**config.mk**
```make
export PLATFORM = sky130hd
export DESIGN_NAME = timer_channel_capture_compare
export DESIGN_NICKNAME = d
export VERILOG_FILES = /design/src/timer_channel_pkg.sv /design/src/timer_channel_capture_compare.sv
export SDC_FILE = /design/constraint.sdc
export NUM_CORES = 1
export LEC_CHECK = 0
export ABC_AREA = 1
export BUFFER_PORTS_ARGS = -buffer_cell sky130_fd_sc_hd__buf_2
export CORE_ASPECT_RATIO = 1.75
export CORE_MARGIN = 8
export CORE_UTILIZATION = 34
export CTS_CLUSTER_DIAMETER = 60
export CTS_CLUSTER_SIZE = 8
export DETAILED_ROUTE_END_ITERATION = 12
export HOLD_SLACK_MARGIN = 0.15
export PLACE_DENSITY = 0.6
export SLEW_MARGIN = 0
export SYNTH_ARGS = -nofsm -noshare
export SYNTH_HDL_FRONTEND = slang
export SYNTH_SLANG_ARGS = --single-unit
```
**constraint.sdc**
```tcl
create_clock -name REF_CLK_I -period 9.3 [get_ports REF_CLK_I]
set_input_delay 2.79 -clock REF_CLK_I [delete_from_list [all_inputs] [get_ports REF_CLK_I]]
set_output_delay 2.79 -clock REF_CLK_I [all_outputs]
set_load 0.03 [all_outputs]
```
**src/timer_channel_pkg.sv**
```systemverilog
// Shared constants and types for the six-channel capture/compare block.
package timer_channel_pkg;

  // Channel count and register map: three byte registers per channel.
  localparam int NUM_CH = 6;
  localparam logic [7:0] BASE_ADDR = 8'h26;
  localparam logic [7:0] REG_STRIDE = 8'h03;
  localparam logic [7:0] REG_SPAN = 8'h12;

  // Register kind within one channel's group of three.
  localparam logic [1:0] KIND_STATUS = 2'h0;
  localparam logic [1:0] KIND_HIGH = 2'h1;
  localparam logic [1:0] KIND_LOW = 2'h2;

  // Reset value of a channel status/control register.
  localparam logic [7:0] STATUS_RST = 8'h00;

  // Edge/level field codes.
  localparam logic [1:0] ELS_OFF = 2'h0;
  localparam logic [1:0] ELS_TOGGLE = 2'h1;
  localparam logic [1:0] ELS_CLEAR = 2'h2;
  localparam logic [1:0] ELS_SET = 2'h3;

  // Channel status/control layout, bit 7 first.
  typedef struct packed {
    logic channel_event_flag;
    logic channel_irq_enable;
    logic buffered_operation_select;
    logic unbuffered_or_level_select;
    logic [1:0] edge_level_select;
    logic toggle_on_wrap;
    logic full_duty_force;
  } ch_status_s;

  // Decoded register access.
  typedef struct packed {
    logic hit;
    logic [2:0] ch;
    logic [1:0] kind;
  } reg_sel_s;

  // Channel operating modes.
  typedef enum logic [1:0] {
    MODE_IDLE,
    MODE_CAPTURE,
    MODE_COMPARE,
    MODE_BUFFERED
  } ch_mode_e;

endpackage

```
**src/timer_channel_capture_compare.sv**
```systemverilog
// Six capture/compare channels of a 16-bit timer with their byte register file.
//
// Behaviour
// - Capture edge sets the channel event flag.
// - Counter equal to channel value sets flag.
// - Flag clears by read-with-flag then write 0.
// - Event between read and write keeps flag.
// - Reset clears flag; writing 1 does nothing.
// - Interrupt enable gates requests; reset clears it.
// - Buffered select exists only on even channels.
// - Buffered even channel disables next odd channel.
// - Buffered select overrides unbuffered select; reset clears.
// - Unbuffered select picks capture or compare mode.
// - Edge field zero: select sets initial level.
// - Edge field zero: pin left to port.
// - Capture edges: rising, falling or both.
// - Compare action: toggle, clear or set output.
// - Toggle-on-wrap inverts output at counter overflow.
// - Overflow beats simultaneous compare match.
// - Full-duty with toggle-on-wrap forces 100% duty.
// - Full-duty change applies from next PWM cycle.
// - High byte read blocks captures until low.
// - High byte write blocks compares until low.
// - Overflow pulse marks counter restarting from zero.
//
// Added by the designer: the placing of the registers and the strobed register port.
`timescale 1ns/10ps

module timer_channel_capture_compare (
  // Clock and reset.
  input wire logic REF_CLK_I,
  input wire logic RST_N_I,
  // Register port.
  input wire logic [7:0] ADDR_I,
  input wire logic [7:0] WR_DATA_I,
  input wire logic WR_EN_I,
  input wire logic RD_EN_I,
  output logic [7:0] RD_DATA_O,
  // Shared counter, same clock domain.
  input wire logic [15:0] COUNT_I,
  input wire logic WRAP_I,
  // Channel pins and requests.
  input wire logic [5:0] CH_PIN_I,
  output logic [5:0] CH_PIN_O,
  output logic [5:0] CH_PIN_OE_O,
  output logic [5:0] CH_IRQ_O
);

  localparam int NCH = timer_channel_pkg::NUM_CH;

  // Map a bus address onto a channel and register kind.
  function automatic timer_channel_pkg::reg_sel_s decode(input logic [7:0] addr);
    logic [7:0] off;
    timer_channel_pkg::reg_sel_s r;
    off = addr - timer_channel_pkg::BASE_ADDR;
    r.hit = (addr >= timer_channel_pkg::BASE_ADDR) && (off < timer_channel_pkg::REG_SPAN);
    r.ch = 3'(off / timer_channel_pkg::REG_STRIDE);
    r.kind = 2'(off % timer_channel_pkg::REG_STRIDE);
    return r;
  endfunction

  // Work out the operating mode from a status/control value.
  function automatic timer_channel_pkg::ch_mode_e mode_of(input timer_channel_pkg::ch_status_s s);
    if (s.edge_level_select == timer_channel_pkg::ELS_OFF) begin
      return timer_channel_pkg::MODE_IDLE;
    end else if (s.buffered_operation_select) begin
      return timer_channel_pkg::MODE_BUFFERED;
    end else if (s.unbuffered_or_level_select) begin
      return timer_channel_pkg::MODE_COMPARE;
    end
    return timer_channel_pkg::MODE_CAPTURE;
  endfunction

  timer_channel_pkg::reg_sel_s sel;
  timer_channel_pkg::ch_status_s wr_st_val;
  timer_channel_pkg::ch_status_s st_q [NCH];
  timer_channel_pkg::ch_mode_e mode_w [NCH];
  logic [15:0] val_q [NCH];
  logic [15:0] cmp_val [NCH];
  logic [5:0] pin_s1_q;
  logic [5:0] pin_s2_q;
  logic [5:0] pin_d_q;
  logic [5:0] ch_off;
  logic [5:0] cap_ev;
  logic [5:0] cmp_ev;
  logic [5:0] ev;
  logic [5:0] eq_prev_q;
  logic [5:0] armed_q;
  logic [5:0] cap_lock_q;
  logic [5:0] cmp_lock_q;
  logic [5:0] max_eff_q;
  logic [5:0] wr_st;
  logic [5:0] rd_st;
  logic [5:0] wr_hi;
  logic [5:0] wr_lo;
  logic [5:0] rd_hi;
  logic [5:0] rd_lo;
  logic [2:0] buf_half_q;
  logic [2:0] last_odd_q;
  logic [7:0] rd_data_d;

  assign sel = decode(ADDR_I);
  assign wr_st_val = timer_channel_pkg::ch_status_s'(WR_DATA_I);

  // Pins come from outside, so two flops before the edge detector sees them.
  always_ff @(posedge REF_CLK_I) begin
    if (!RST_N_I) begin
      pin_s1_q <= 6'h00;
      pin_s2_q <= 6'h00;
      pin_d_q <= 6'h00;
    end else begin
      pin_s1_q <= CH_PIN_I;
      pin_s2_q <= pin_s1_q;
      pin_d_q <= pin_s2_q;
    end
  end

  // Per-channel strobes, modes, compare values and events.
  always_comb begin
    for (int i = 0; i < NCH; i++) begin
      // An odd channel goes dark while its even partner runs buffered.
      ch_off[i] = (i % 2 == 1) && st_q[i - (i % 2)].buffered_operation_select;
      wr_st[i] = WR_EN_I && sel.hit && sel.ch == 3'(i) &&
                 sel.kind == timer_channel_pkg::KIND_STATUS && !ch_off[i];
      rd_st[i] = RD_EN_I && sel.hit && sel.ch == 3'(i) &&
                 sel.kind == timer_channel_pkg::KIND_STATUS && !ch_off[i];
      wr_hi[i] = WR_EN_I && sel.hit && sel.ch == 3'(i) && sel.kind == timer_channel_pkg::KIND_HIGH;
      wr_lo[i] = WR_EN_I && sel.hit && sel.ch == 3'(i) && sel.kind == timer_channel_pkg::KIND_LOW;
      rd_hi[i] = RD_EN_I && sel.hit && sel.ch == 3'(i) && sel.kind == timer_channel_pkg::KIND_HIGH;
      rd_lo[i] = RD_EN_I && sel.hit && sel.ch == 3'(i) && sel.kind == timer_channel_pkg::KIND_LOW;
      mode_w[i] = ch_off[i] ? timer_channel_pkg::MODE_IDLE : mode_of(st_q[i]);
      // Buffered even channels compare against whichever half is active.
      cmp_val[i] = (mode_w[i] == timer_channel_pkg::MODE_BUFFERED && buf_half_q[i / 2]) ?
                   val_q[i | 1] : val_q[i];
      // Bit 0 of the field arms rising edges, bit 1 falling edges.
      cap_ev[i] = mode_w[i] == timer_channel_pkg::MODE_CAPTURE && !cap_lock_q[i] &&
                  ((st_q[i].edge_level_select[0] && pin_s2_q[i] && !pin_d_q[i]) ||
                   (st_q[i].edge_level_select[1] && !pin_s2_q[i] && pin_d_q[i]));
      // Only the first cycle of equality counts, so a slow counter fires once.
      cmp_ev[i] = (mode_w[i] == timer_channel_pkg::MODE_COMPARE ||
                   mode_w[i] == timer_channel_pkg::MODE_BUFFERED) && !cmp_lock_q[i] &&
                  COUNT_I == cmp_val[i] && !eq_prev_q[i];
      ev[i] = cap_ev[i] || cmp_ev[i];
    end
  end

  // Status/control fields and the event flag share one process, since the array has one driver.
  // The flag clears only after a read that saw it set, then a write of zero.
  // A new event always wins, so a request raised mid-sequence is never lost.
  always_ff @(posedge REF_CLK_I) begin
    for (int i = 0; i < NCH; i++) begin
      if (!RST_N_I) begin
        st_q[i][6:0] <= timer_channel_pkg::STATUS_RST[6:0];
        st_q[i].channel_event_flag <= 1'b0;
        armed_q[i] <= 1'b0;
      end else begin
        if (ev[i]) begin
          st_q[i].channel_event_flag <= 1'b1;
          armed_q[i] <= 1'b0;
        end else if (wr_st[i]) begin
          if (armed_q[i] && !wr_st_val.channel_event_flag) begin
            st_q[i].channel_event_flag <= 1'b0;
          end
          armed_q[i] <= 1'b0;
        end else if (rd_st[i] && st_q[i].channel_event_flag) begin
          armed_q[i] <= 1'b1;
        end
      end
      if (RST_N_I && wr_st[i]) begin
        st_q[i].channel_irq_enable <= wr_st_val.channel_irq_enable;
        // Odd channels keep this position reserved and reading zero.
        st_q[i].buffered_operation_select <= (i % 2 == 0) &&
                                             wr_st_val.buffered_operation_select;
        st_q[i].unbuffered_or_level_select <= wr_st_val.unbuffered_or_level_select;
        st_q[i].edge_level_select <= wr_st_val.edge_level_select;
        st_q[i].toggle_on_wrap <= wr_st_val.toggle_on_wrap;
        st_q[i].full_duty_force <= wr_st_val.full_duty_force;
      end
    end
  end

  // Channel values: captures and software byte writes.
  always_ff @(posedge REF_CLK_I) begin
    for (int i = 0; i < NCH; i++) begin
      if (!RST_N_I) begin
        val_q[i] <= 16'h0000;
      end else if (cap_ev[i]) begin
        val_q[i] <= COUNT_I;
      end else if (wr_hi[i]) begin
        val_q[i][15:8] <= WR_DATA_I;
      end else if (wr_lo[i]) begin
        val_q[i][7:0] <= WR_DATA_I;
      end
    end
  end

  // Byte-pair coherency locks for reading captures and writing compare values.
  always_ff @(posedge REF_CLK_I) begin
    for (int i = 0; i < NCH; i++) begin
      if (!RST_N_I) begin
        cap_lock_q[i] <= 1'b0;
        cmp_lock_q[i] <= 1'b0;
        eq_prev_q[i] <= 1'b0;
      end else begin
        eq_prev_q[i] <= COUNT_I == cmp_val[i];
        if (rd_lo[i]) begin
          cap_lock_q[i] <= 1'b0;
        end else if (rd_hi[i] && mode_w[i] == timer_channel_pkg::MODE_CAPTURE) begin
          cap_lock_q[i] <= 1'b1;
        end
        if (wr_lo[i]) begin
          cmp_lock_q[i] <= 1'b0;
        end else if (wr_hi[i] && (st_q[i].buffered_operation_select ||
                                  st_q[i].unbuffered_or_level_select)) begin
          cmp_lock_q[i] <= 1'b1;
        end
      end
    end
  end

  // Buffered pairs: the half written last becomes active at the next overflow,
  // so a new duty value never cuts into a running PWM period.
  always_ff @(posedge REF_CLK_I) begin
    for (int p = 0; p < NCH / 2; p++) begin
      if (!RST_N_I) begin
        last_odd_q[p] <= 1'b0;
        buf_half_q[p] <= 1'b0;
      end else begin
        if (wr_lo[2 * p + 1]) begin
          last_odd_q[p] <= 1'b1;
        end else if (wr_lo[2 * p]) begin
          last_odd_q[p] <= 1'b0;
        end
        if (WRAP_I) begin
          buf_half_q[p] <= last_odd_q[p];
        end
      end
    end
  end

  // Pin level and drive. Overflow toggling outranks a coincident match.
  always_ff @(posedge REF_CLK_I) begin
    for (int i = 0; i < NCH; i++) begin
      if (!RST_N_I) begin
        CH_PIN_O[i] <= 1'b1;
        CH_PIN_OE_O[i] <= 1'b0;
        max_eff_q[i] <= 1'b0;
      end else begin
        // Only compare modes drive the pin; idle or disabled leaves it to the port.
        CH_PIN_OE_O[i] <= mode_w[i] == timer_channel_pkg::MODE_COMPARE ||
                          mode_w[i] == timer_channel_pkg::MODE_BUFFERED;
        if (WRAP_I) begin
          max_eff_q[i] <= st_q[i].full_duty_force;
        end
        if (mode_w[i] == timer_channel_pkg::MODE_IDLE) begin
          CH_PIN_O[i] <= !st_q[i].unbuffered_or_level_select;
        end else if (mode_w[i] == timer_channel_pkg::MODE_CAPTURE) begin
          CH_PIN_O[i] <= CH_PIN_O[i];
        end else if (WRAP_I && st_q[i].toggle_on_wrap) begin
          if (st_q[i].full_duty_force) begin
            // Hold the active level for the whole next period.
            CH_PIN_O[i] <= st_q[i].edge_level_select != timer_channel_pkg::ELS_SET;
          end else begin
            CH_PIN_O[i] <= !CH_PIN_O[i];
          end
        end else if (cmp_ev[i] && !(st_q[i].toggle_on_wrap && max_eff_q[i])) begin
          unique case (st_q[i].edge_level_select)
            timer_channel_pkg::ELS_TOGGLE: CH_PIN_O[i] <= !CH_PIN_O[i];
            timer_channel_pkg::ELS_CLEAR: CH_PIN_O[i] <= 1'b0;
            timer_channel_pkg::ELS_SET: CH_PIN_O[i] <= 1'b1;
            timer_channel_pkg::ELS_OFF: CH_PIN_O[i] <= CH_PIN_O[i];
          endcase
        end
      end
    end
  end

  // Interrupt requests, registered.
  always_ff @(posedge REF_CLK_I) begin
    for (int i = 0; i < NCH; i++) begin
      if (!RST_N_I) begin
        CH_IRQ_O[i] <= 1'b0;
      end else begin
        CH_IRQ_O[i] <= st_q[i].channel_event_flag && st_q[i].channel_irq_enable &&
                       !ch_off[i];
      end
    end
  end

  // Read mux; a disabled odd channel's status and unmapped addresses read zero.
  always_comb begin
    rd_data_d = 8'h00;
    if (RD_EN_I && sel.hit) begin
      unique case (sel.kind)
        timer_channel_pkg::KIND_STATUS: rd_data_d = ch_off[sel.ch] ? 8'h00 : st_q[sel.ch];
        timer_channel_pkg::KIND_HIGH: rd_data_d = val_q[sel.ch][15:8];
        timer_channel_pkg::KIND_LOW: rd_data_d = val_q[sel.ch][7:0];
        default: rd_data_d = 8'h00;
      endcase
    end
  end

  // Read data stands for exactly the cycle after the strobe.
  always_ff @(posedge REF_CLK_I) begin
    if (!RST_N_I) begin
      RD_DATA_O <= 8'h00;
    end else begin
      RD_DATA_O <= rd_data_d;
    end
  end

  // Per-channel checks.
  for (genvar g = 0; g < NCH; g++) begin : g_chk
    capture_flag_a : assert property (
      @(posedge REF_CLK_I) disable iff (!RST_N_I)
      cap_ev[g] |=> st_q[g].channel_event_flag && val_q[g] == $past(COUNT_I))
      else $error("capture did not set flag and value");
    compare_flag_a : assert property (
      @(posedge REF_CLK_I) disable iff (!RST_N_I)
      cmp_ev[g] |=> st_q[g].channel_event_flag)
      else $error("compare match did not set flag");
    flag_kept_a : assert property (
      @(posedge REF_CLK_I) disable iff (!RST_N_I)
      (ev[g] && wr_st[g] && !WR_DATA_I[7]) |=> st_q[g].channel_event_flag)
      else $error("flag lost on clearing write");
    write_one_a : assert property (
      @(posedge REF_CLK_I) disable iff (!RST_N_I)
      (!st_q[g].channel_event_flag && !ev[g] && wr_st[g] && WR_DATA_I[7])
      |=> !st_q[g].channel_event_flag)
      else $error("writing one set the flag");
    irq_gate_a : assert property (
      @(posedge REF_CLK_I) disable iff (!RST_N_I)
      (!st_q[g].channel_irq_enable ##1 !st_q[g].channel_irq_enable) |-> !CH_IRQ_O[g])
      else $error("request while enable clear");
    irq_raise_a : assert property (
      @(posedge REF_CLK_I) disable iff (!RST_N_I)
      (st_q[g].channel_event_flag && st_q[g].channel_irq_enable && !ch_off[g]) |=> CH_IRQ_O[g])
      else $error("request missing");
    pin_release_a : assert property (
      @(posedge REF_CLK_I) disable iff (!RST_N_I)
      (mode_w[g] == timer_channel_pkg::MODE_IDLE) |=> !CH_PIN_OE_O[g])
      else $error("idle channel drives pin");
    wrap_toggle_a : assert property (
      @(posedge REF_CLK_I) disable iff (!RST_N_I)
      (WRAP_I && st_q[g].toggle_on_wrap && !st_q[g].full_duty_force &&
       mode_w[g] == timer_channel_pkg::MODE_COMPARE) |=> CH_PIN_O[g] != $past(CH_PIN_O[g]))
      else $error("overflow toggle missed");
    cap_lock_a : assert property (
      @(posedge REF_CLK_I) disable iff (!RST_N_I)
      (cap_lock_q[g] && !wr_hi[g] && !wr_lo[g]) |=> $stable(val_q[g]))
      else $error("capture while locked");
    cmp_lock_a : assert property (
      @(posedge REF_CLK_I) disable iff (!RST_N_I)
      (wr_hi[g] && st_q[g].unbuffered_or_level_select && !wr_lo[g]) |=> !cmp_ev[g])
      else $error("compare after high write");
  end

endmodule

```
==> qor.yml, run 1 <==
hold_buffers: 0
synth.distinct_cells: 49
seq_area_frac_synth_pct: 44.7
initial_core_util_pct: 34.2
grt_max_degree: 50
maxSlewHeadroom_pct: 20.3
routedWlPerCell_um: 22.6
setup_violations: 0
fin_crit_sh_pct: 90.6
ys_ff_latch: 221
async_reset_ff_share_pct: 0
placementRows: 95
synth_top_area_share_pct: 32.4
cts_resized: 0
cts-root-buf: "clkbuf_16"
finalWorstSetupSlack_ps: 872
clock_sinks: 221
crit_arrival_ps: 8650
period_needed_ps: 8430
crit_type: "primary input to flip-flop"
clk_pin_slew_ps: 50
syn_area_per_cell_sq_um: 7.81
fp.dieH_um: 275
r2r-end: "CH_PIN_O[2]"
finalWirelength_um: 50300
drv_slew: 0
fin_nets: 1768
startpoint: "ADDR_I[1]"
gp_congestion: 0.981
grt_pass1_vias: 12370
regToRegSetupSlack_ps: 5390
syn2layout_area_growth_pct: 12.9
start_kind: "primary input"
cpMostUsedCell: "nand2_1"
synth_area_leader_cell: "edfxtp_1"
drtAntennaViolNets: 0
power_density_mw_per_mm2: 206
status: "finished clean"
antenna_found_initial: 0
hp-class: "flip-flop to flip-flop"
vias: 12318
yosysWarnings: 0
route.detailed.drc: 0
cts_buffers: 31
cp_max_fo: 28
clock_latency_ps: 570
grt_pass1_wl_um: 72900
drt_iter0_drc: 1048
slowest_delay_ps: 460
ys.flop_type: "edfxtp_1"
dieArea_sq_mm: 0.0452
fin_worst_skew_ps: 21.8
dr.pass1.iters: 5
dp_slack_ps: 427
diodes: 0
grt.total_usage_pct: 21.8
timing.rr.start: "st_q[2][2]"
syn-cell-area_sq_mm: 0.0131
rsz0062_at_grt: "false"
critPathSlowestCell: "nor2_4"
final-hold-violation-count: 0
maxCapViolCount: 0
coreArea_sq_mm: 0.0382
htreeDepth: 1
portBuffers: 68
required_ps: 9520
worstSetupEndpointType: "flip-flop"
crit_path_end: "val_q[5][6]"
synth_nets: 1720
netlist_top_cells_area: "edfxtp_1, dfxtp_1, nand2_1"
synth_cells: 1671
grt.overflow.total: 0
total_power_uw: 3040
netlist_top_cells_count: "nand2_1, inv_1, nor2_1"
synth_edf_count: 141
die_w_um: 164
dp_hpwl_um: 36900
r2r.worst_path.cells: 12
worst_slew_pin_slew_ps: 1190
max_freq_mhz: 119
cts_tree: "yes"
cts_buffer_depth: 3
synth_most_common_cell: "nand2_1"
drive_above_1_share_pct: 12.2
post_cts_buffers: 0
ios: 69
p_leak_uw: 0.00637
routed_via_density: 5.53
peakVddDrop_mv: 0.167
fin_setup_tns_ps: 0
==> per-layer routing <==
metal | share of wire (%) | global-route usage (%)
met1 | 33 | 20.6
met2 | 51 | 38.7
met3 | 5.4 | 3.39
met4 | 10 | 21.7
met5 | 0 | 0
==> how the worst min path moves through the flow <==
stage | start | to | slack (ps) | cells after the start
CTS | pin_s1_q[0] | pin_s2_q[0] | 410 | 2
floorplan | pin_s1_q[0] | pin_s2_q[0] | 390 | 2
detailed placement | pin_s1_q[3] | pin_s2_q[3] | 400 | 2
global route | pin_s1_q[3] | pin_s2_q[3] | 420 | 2
finish | pin_s1_q[0] | pin_s2_q[0] | 400 | 2
global placement | pin_s1_q[3] | pin_s2_q[3] | 390 | 2
==> placed cells by master, fill, tap and decap left out, types with 3 or more instances in the layout <==
| cell | Yosys | layout |
|---|---|---|
| nand2_1 | 339 | 339 |
| inv_1 | 190 | 190 |
| nor2_1 | 170 | 169 |
| edfxtp_1 | 141 | 141 |
| nand3_1 | 130 | 130 |
| o22ai_1 | 100 | 100 |
| o21ai_0 | 96 | 96 |
| dfxtp_1 | 80 | 80 |
| xor2_1 | 75 | 75 |
| buf_2 | 8 | 68 |
| a21oi_1 | 39 | 39 |
| nand4_1 | 33 | 33 |
| clkbuf_16 | 0 | 31 |
| buf_4 | 3 | 25 |
| clkbuf_1 | 58 | 24 |
| nand2_2 | 19 | 19 |
| o211ai_1 | 18 | 18 |
| inv_2 | 16 | 16 |
| nor3_1 | 16 | 16 |
| nor4_1 | 15 | 15 |
| clkinv_1 | 12 | 12 |
| o21ai_1 | 10 | 10 |
| mux2_2 | 10 | 10 |
| nor2_2 | 8 | 9 |
| xnor2_1 | 8 | 8 |
| nand3_2 | 7 | 7 |
| or4_1 | 6 | 6 |
| ha_1 | 6 | 6 |
| nor2_4 | 5 | 5 |
| or2_2 | 5 | 5 |
| a31oi_1 | 5 | 5 |
| o21ai_2 | 3 | 3 |
| nand3b_1 | 3 | 3 |
| nand2_4 | 3 | 3 |
| nand4_2 | 3 | 3 |
| mux2i_1 | 3 | 3 |
| a221oi_1 | 3 | 3 |
| a211o_1 | 3 | 3 |
==> worst max-delay path: cells and delay by family <==
| family | cells | cell delay, ps |
|---|---|---|
| simple gates | 20 | 3090 |
| buf+inv | 10 | 1460 |
| fa+ha+maj | 3 | 660 |
| compound gates | 3 | 640 |
==> cell type report <==
class,instances,area (sq um)
repair buffers,93,528
clock buffers,55,866
flip-flops and latches,221,5840
fillers,3943,23400
well taps,485,607
inverters,218,818
clock inverters,1,5.00
multi-input cells,1154,6080
==> per-stage QoR <==
stage               instance area, sq um  hold slack (ps)  util, %  instances
finish                             14700              401     38.6       2227
global route                       14700              423     38.6       2227
CTS                                14700              410     38.6       2227
detailed placement                 13900              399     36.4       2171
global placement                   13900              394     36.4       2171
floorplan                          13100              390        -       1671
==> state kept, by name, summed over array words and instances (netlist names) <==
| name | flops |
|---|---|
| CH_PIN_O | 6 |
| pin_s2_q | 6 |
| CH_PIN_OE_O | 6 |
| CH_IRQ_O | 6 |
| max_eff_q | 6 |
| pin_d_q | 6 |
| cap_lock_q | 6 |
| buf_half_q | 3 |
| eq_prev_q | 6 |
| RD_DATA_O | 8 |
| pin_s1_q | 6 |
| val_q | 96 |
| st_q | 45 |
| last_odd_q | 3 |
| armed_q | 6 |
| cmp_lock_q | 6 |
==> cell families after synthesis <==
logic type	count (synthesis)	synth area share (%)
flops	221	44.7
fa+ha+maj	6	0.575
buf+inv	296	8.73
compound gates	286	12.9
mux	13	1.09
xor+xnor	83	5.57
simple gates	766	26.5
==> power breakdown <==
part | switching [uW] | internal (uW)
logic | 651 | 234
clock network | 427 | 618
registers | 31.9 | 1080
total | 1110 | 1930
Power figures use the tool's default switching activity.
==> run 2: changes to the inputs <==
- CORE_MARGIN: 8 -> 10
==> run 2 against run 1 <==
  * Highest routed layer unchanged
  * Critical path type unchanged
  * Sequential power about the same
  * Critical path depth up 4
  * Via count down 0.75%
  * Final area about the same
  * Wire length down 0.96%
  * Cell count down 0.27%
  * Largest power group unchanged
  * Die area up 3.9%
==> qor.yml, run 2 (same netlist as run 1, synthesis figures left out) <==
cpMostUsedCell: "nand2_1"
grt_pass1_wl_um: 74200  # +1.9%
start_kind: "primary input"
diodes: 0  # unchanged
drtAntennaViolNets: 0  # unchanged
routed_via_density: 5.50  # -0.49%
final-hold-violation-count: 0  # unchanged
cts-root-buf: "clkbuf_16"
p_leak_uw: 0.00637  # about the same
drt_iter0_drc: 1064  # +1.5%
required_ps: 9670  # +150 ps
placementRows: 94  # -1.1%
drive_above_1_share_pct: 12.2  # about the same
min_from: "pin_s1_q[2]"
final_cell_mix: "nand2_1, inv_1, nor2_1"
clock_latency_ps: 580  # about the same
fp.dieH_um: 279  # +1.5%
crit_type: "primary input to flip-flop"
syn2layout_area_growth_pct: 12.9  # about the same
hp-class: "flip-flop to flip-flop"
dp_hpwl_um: 36400  # -1.3%
routedWlPerCell_um: 22.4  # -0.69%
regToRegSetupSlack_ps: 5430  # +40 ps
grt_max_degree: 55  # +10%
startpoint: "ADDR_I[1]"
route.detailed.drc: 0  # unchanged
power_density_mw_per_mm2: 207  # about the same
critPathSlowestCell: "nor2_2"
drv_slew: 0  # unchanged
placed_area_sq_mm: 0.0139  # about the same
status: "finished clean"
worst_slew_pin_slew_ps: 1280  # +89.8 ps
worstSetupEndpointType: "flip-flop"
layout_commonest_cell: "nand2_1"
cts_buffers: 31  # unchanged
initial_core_util_pct: 34.6  # +0.36 points
clk_pin_slew_ps: 50  # about the same
fin_nets: 1767  # -0.057%
cp_max_fo: 28  # unchanged
htreeDepth: 1  # unchanged
design_area_sq_mm: 0.0147  # about the same
setup_violations: 0  # unchanged
cts_tree: "yes"
period_needed_ps: 8590  # +159 ps
grt.overflow.total: 0  # unchanged
coreArea_sq_mm: 0.0378  # -1.1%
post_cts_buffers: 0  # unchanged
clock_sinks: 221  # unchanged
grt.total_usage_pct: 20.5  # -1.2 points
r2r.worst_path.cells: 12  # unchanged
grt_pass1_vias: 12160  # -1.7%
hold_buffers: 0  # unchanged
dp_cells: 2165  # -0.28%
crit_buf_inv: 10  # unchanged
timing.rr.start: "st_q[2][2]"
dieArea_sq_mm: 0.0469  # +3.9%
vias: 12225  # -0.75%
dr.pass1.iters: 5  # unchanged
ios: 69  # unchanged
antenna_found_initial: 0  # unchanged
largest_register_ffs: 96  # unchanged
rsz0062_at_grt: "false"
peakVddDrop_mv: 0.135  # -19%
path_depth: 40  # +11%
finalWirelength_um: 49800  # -0.96%
gp_congestion: 1.06  # +8.4%
r2r-end: "CH_PIN_O[2]"
fin_cells: 2221  # -0.27%
maxSlewHeadroom_pct: 14.3  # -6.0 points
fin_setup_tns_ps: 0  # unchanged
cts_resized: 0  # unchanged
fin_worst_skew_ps: 27.9  # +6.04 ps
critPathTopFamily: "simple AND/OR/NAND/NOR gates"
crit_arrival_ps: 8960  # +310 ps
post-route-util_pct: 39.0  # +0.39 points
top_register: "val_q"
fin_crit_sh_pct: 92.3  # +1.7 points
slowest_delay_ps: 540  # +80 ps
max_freq_mhz: 116  # -1.9%
reg.largest.list: "val_q (96), st_q (45), RD_DATA_O (8)"
cts_buffer_depth: 3  # unchanged
maxCapViolCount: 0  # unchanged
crit_path_end: "val_q[4][11]"
portBuffers: 68  # unchanged
die_w_um: 168  # +2.4%
## run 2: cell count changes in the layout (fill, tap and decap cells not counted), sizes merged
cell / previous run / this run
buf: 93 / 92
clkbuf: 55 / 54
inv: 206 / 207
## run 2: metal layers
metal,vias to the layer above,GRT usage (%),wire length [um]
met3,208,2.59,2830
met4,0,17.3,4560
li1,5722,-,-
met1,5756,20.4,16700
met5,-,0,0
met2,539,37.1,25700
## run 2: worst min-delay path by stage
| stage | endpoint | slack, ps | cells past startpoint |
|---|---|---|---|
| after floorplan | pin_s2_q[0] | 390 | 2 |
| after global placement | pin_s2_q[3] | 400 | 2 |
| after detailed placement | pin_s2_q[2] | 400 | 2 |
| after CTS | pin_s2_q[2] | 410 | 2 |
| after global routing | pin_s2_q[0] | 430 | 2 |
| final | pin_s2_q[2] | 410 | 2 |
## run 2: metrics by stage
step,hold WS [ps],setup WS (ps),total power (uW)
after floorplan,390,1450,1700
after global placement,396,579,1980
after detailed placement,396,353,1980
after CTS,408,937,3030
after global routing,430,143,3160
final,408,713,3040
## run 2: layout make-up
cell class | instances | area, sq um
Tap cell | 480 | 601
Timing Repair Buffer | 92 | 520
Clock buffer | 54 | 862
Multi-Input combinational cell | 1154 | 6080
Sequential cell | 221 | 5840
Clock inverter | 2 | 13.8
Fill cell | 3884 | 23000
Inverter | 218 | 818
## run 2: power breakdown
group	total, uW	switching [uW]	internal (uW)
Combinational	876	645	231
Clock	1060	437	618
Sequential	1110	31.5	1080
Total	3040	1110	1930
## run 2: worst register-to-register path: stages (launching register included)
cell	delay [ps]
edfxtp_1	440
nor2_1	90
inv_1	120
nand3_1	750
o21ai_0	520
xor2_1	110
nor4_1	420
nand4_1	280
or4_1	510
o211ai_1	180
nand2_1	90
a21oi_1	110
o21ai_0	100
==> run 3: changes to the inputs <==
- clock period: 9.3 -> 9 ns (I/O delays scaled with it)
==> run 3 against run 2 <==
  * Global-route usage hardly changed
  * Highest routed layer unchanged
  * Wire length increased by 0.87%
  * Die area unchanged
  * Register-to-register slack got worse by 360 ps
  * Critical path depth unchanged
  * Clock skew is 7.9 ps lower
  * First-iteration DRC count fell by 12%
  * Sequential power rose by 4%
  * Worst setup slack improved by 280 ps
  * Cell count is 0.18% higher
  * Core utilization rose by 0.10 points
==> qor.yml, run 3 (same netlist as run 1, synthesis figures left out) <==
peakVddDrop_mv: 0.153  # +14%
cts_tree: "yes"
coreArea_sq_mm: 0.0378  # unchanged
dieArea_sq_mm: 0.0469  # unchanged
drtAntennaViolNets: 0  # unchanged
routedWlPerCell_um: 22.6  # +0.69%
dp_hpwl_um: 37300  # +2.3%
final_cell_mix: "nand2_1, inv_1, nor2_1"
cpMostUsedCell: "nand2_1"
clk_pin_slew_ps: 50  # about the same
setup_violations: 0  # unchanged
initial_core_util_pct: 34.6  # unchanged
reg.largest.list: "val_q (96), st_q (45), RD_DATA_O (8)"
finalWorstSetupSlack_ps: 995  # +282 ps
gp_congestion: 1.02  # -3.7%
slowest_delay_ps: 590  # +50 ps
grt.overflow.total: 0  # unchanged
critPathSlowestCell: "nor2_2"
status: "finished clean"
fin_cells: 2225  # +0.18%
fin_nets: 1771  # +0.23%
grt_pass1_vias: 12536  # +3.1%
post_cts_buffers: 0  # unchanged
fin_crit_sh_pct: 88.9
crit_arrival_ps: 8250  # -710 ps
largest_register_ffs: 96  # unchanged
vias: 12425  # +1.6%
antenna_found_initial: 0  # unchanged
cts_buffer_depth: 3  # unchanged
die_w_um: 168  # unchanged
placementRows: 94  # unchanged
fin_setup_tns_ps: 0  # unchanged
dp_cells: 2169  # +0.18%
cp_max_fo: 28  # unchanged
maxCapViolCount: 0  # unchanged
max_freq_mhz: 125
diodes: 0  # unchanged
syn2layout_area_growth_pct: 13.2
p_leak_uw: 0.00639  # +0.34%
dp_slack_ps: 432  # +78.8 ps
worst_slew_pin_slew_ps: 1280  # +3.41 ps
route.detailed.drc: 0  # unchanged
grt_max_degree: 52  # -5.5%
drt_iter0_drc: 936  # -12%
clock_sinks: 221  # unchanged
top_register: "val_q"
dr.pass1.iters: 6  # +1
worstSetupEndpointType: "flip-flop"
crit_type: "primary input to flip-flop"
fin_worst_skew_ps: 20.0  # -7.89 ps
drv_slew: 0  # unchanged
final-hold-violation-count: 0  # unchanged
htreeDepth: 1  # unchanged
clock_latency_ps: 580  # about the same
hp-class: "flip-flop to flip-flop"
power_density_mw_per_mm2: 215  # +4.1%
maxSlewHeadroom_pct: 14.0  # -0.23 points
crit_buf_inv: 9  # -1
rsz0062_at_grt: "false"
layout_commonest_cell: "nand2_1"
hold_buffers: 0  # unchanged
design_area_sq_mm: 0.0148  # +0.26%
grt.total_usage_pct: 20.6  # +0.028 points
placed_area_sq_mm: 0.0139  # +0.22%
portBuffers: 68  # unchanged
period_needed_ps: 8010
cts_resized: 0  # unchanged
routed_via_density: 5.58  # +1.5%
cts_buffers: 31  # unchanged
cts-root-buf: "clkbuf_16"
required_ps: 9250  # -420 ps
grt_pass1_wl_um: 74200  # about the same
ios: 69  # unchanged
finalWirelength_um: 50300  # +0.87%
critPathTopFamily: "simple AND/OR/NAND/NOR gates"
start_kind: "primary input"
fp.dieH_um: 279  # unchanged
regToRegSetupSlack_ps: 5070  # -360 ps
drive_above_1_share_pct: 12.4  # +0.20 points
run 3: path summary, 6_finish.rpt:
| check | from | endpoint | depth (start not counted) |
|---|---|---|---|
| setup / recovery | ADDR_I[1] | st_q[3][0] | 40 |
| hold / removal | pin_s1_q[2] | pin_s2_q[2] | 2 |
| setup reg to reg | st_q[0][3] | CH_PIN_O[0] | 12 |
| hold reg to reg | pin_s1_q[2] | pin_s2_q[2] | 2 |
run 3: stage by stage:
stage / util [%] / total power [uW] / hold slack [ps]
detailed placement: 36.8 / 2070 / 397
finish: 39.1 / 3180 / 407
global placement: 36.8 / 2070 / 392
global route: 39.1 / 3300 / 426
CTS: 39.1 / 3170 / 408
floorplan: - / 1760 / 390
run 3: worst register-to-register path: stages (launching register included):
cell	delay, ps
edfxtp_1	430
or2_2	190
nand3_1	750
o21ai_0	550
xor2_1	220
nand4_1	140
nor4_1	280
nand3_1	220
or4_1	500
o21ai_0	180
nand2_1	90
a21oi_1	130
o21ai_0	110
run 3: power by group:
group	leakage, uW	switching [uW]	internal (uW)	total (uW)
sequential	0.00209	33.6	1120	1150
combinational	0.00388	672	252	924
clock	0.000421	455	647	1100
run 3: cell type report:
| class | count | area (sq um) |
|---|---|---|
| timing repair buffer | 96 | 551 |
| sequential | 221 | 5840 |
| clock inverter | 1 | 8.76 |
| clock buffer | 55 | 876 |
| multi-input combinational | 1154 | 6080 |
| fill | 3871 | 23000 |
| inverter | 218 | 818 |
| tap | 480 | 601 |
run 3: metal layers:
| metal | vias to the layer above | share of wire [%] | GRT usage [%] |
|---|---|---|---|
| met1 | 5895 | 32 | 18.9 |
| met2 | 569 | 52 | 37.8 |
| met4 | 0 | 10 | 19.3 |
| met5 | - | 0 | 0 |
| met3 | 226 | 5.2 | 2.88 |
| li1 | 5735 | - | - |
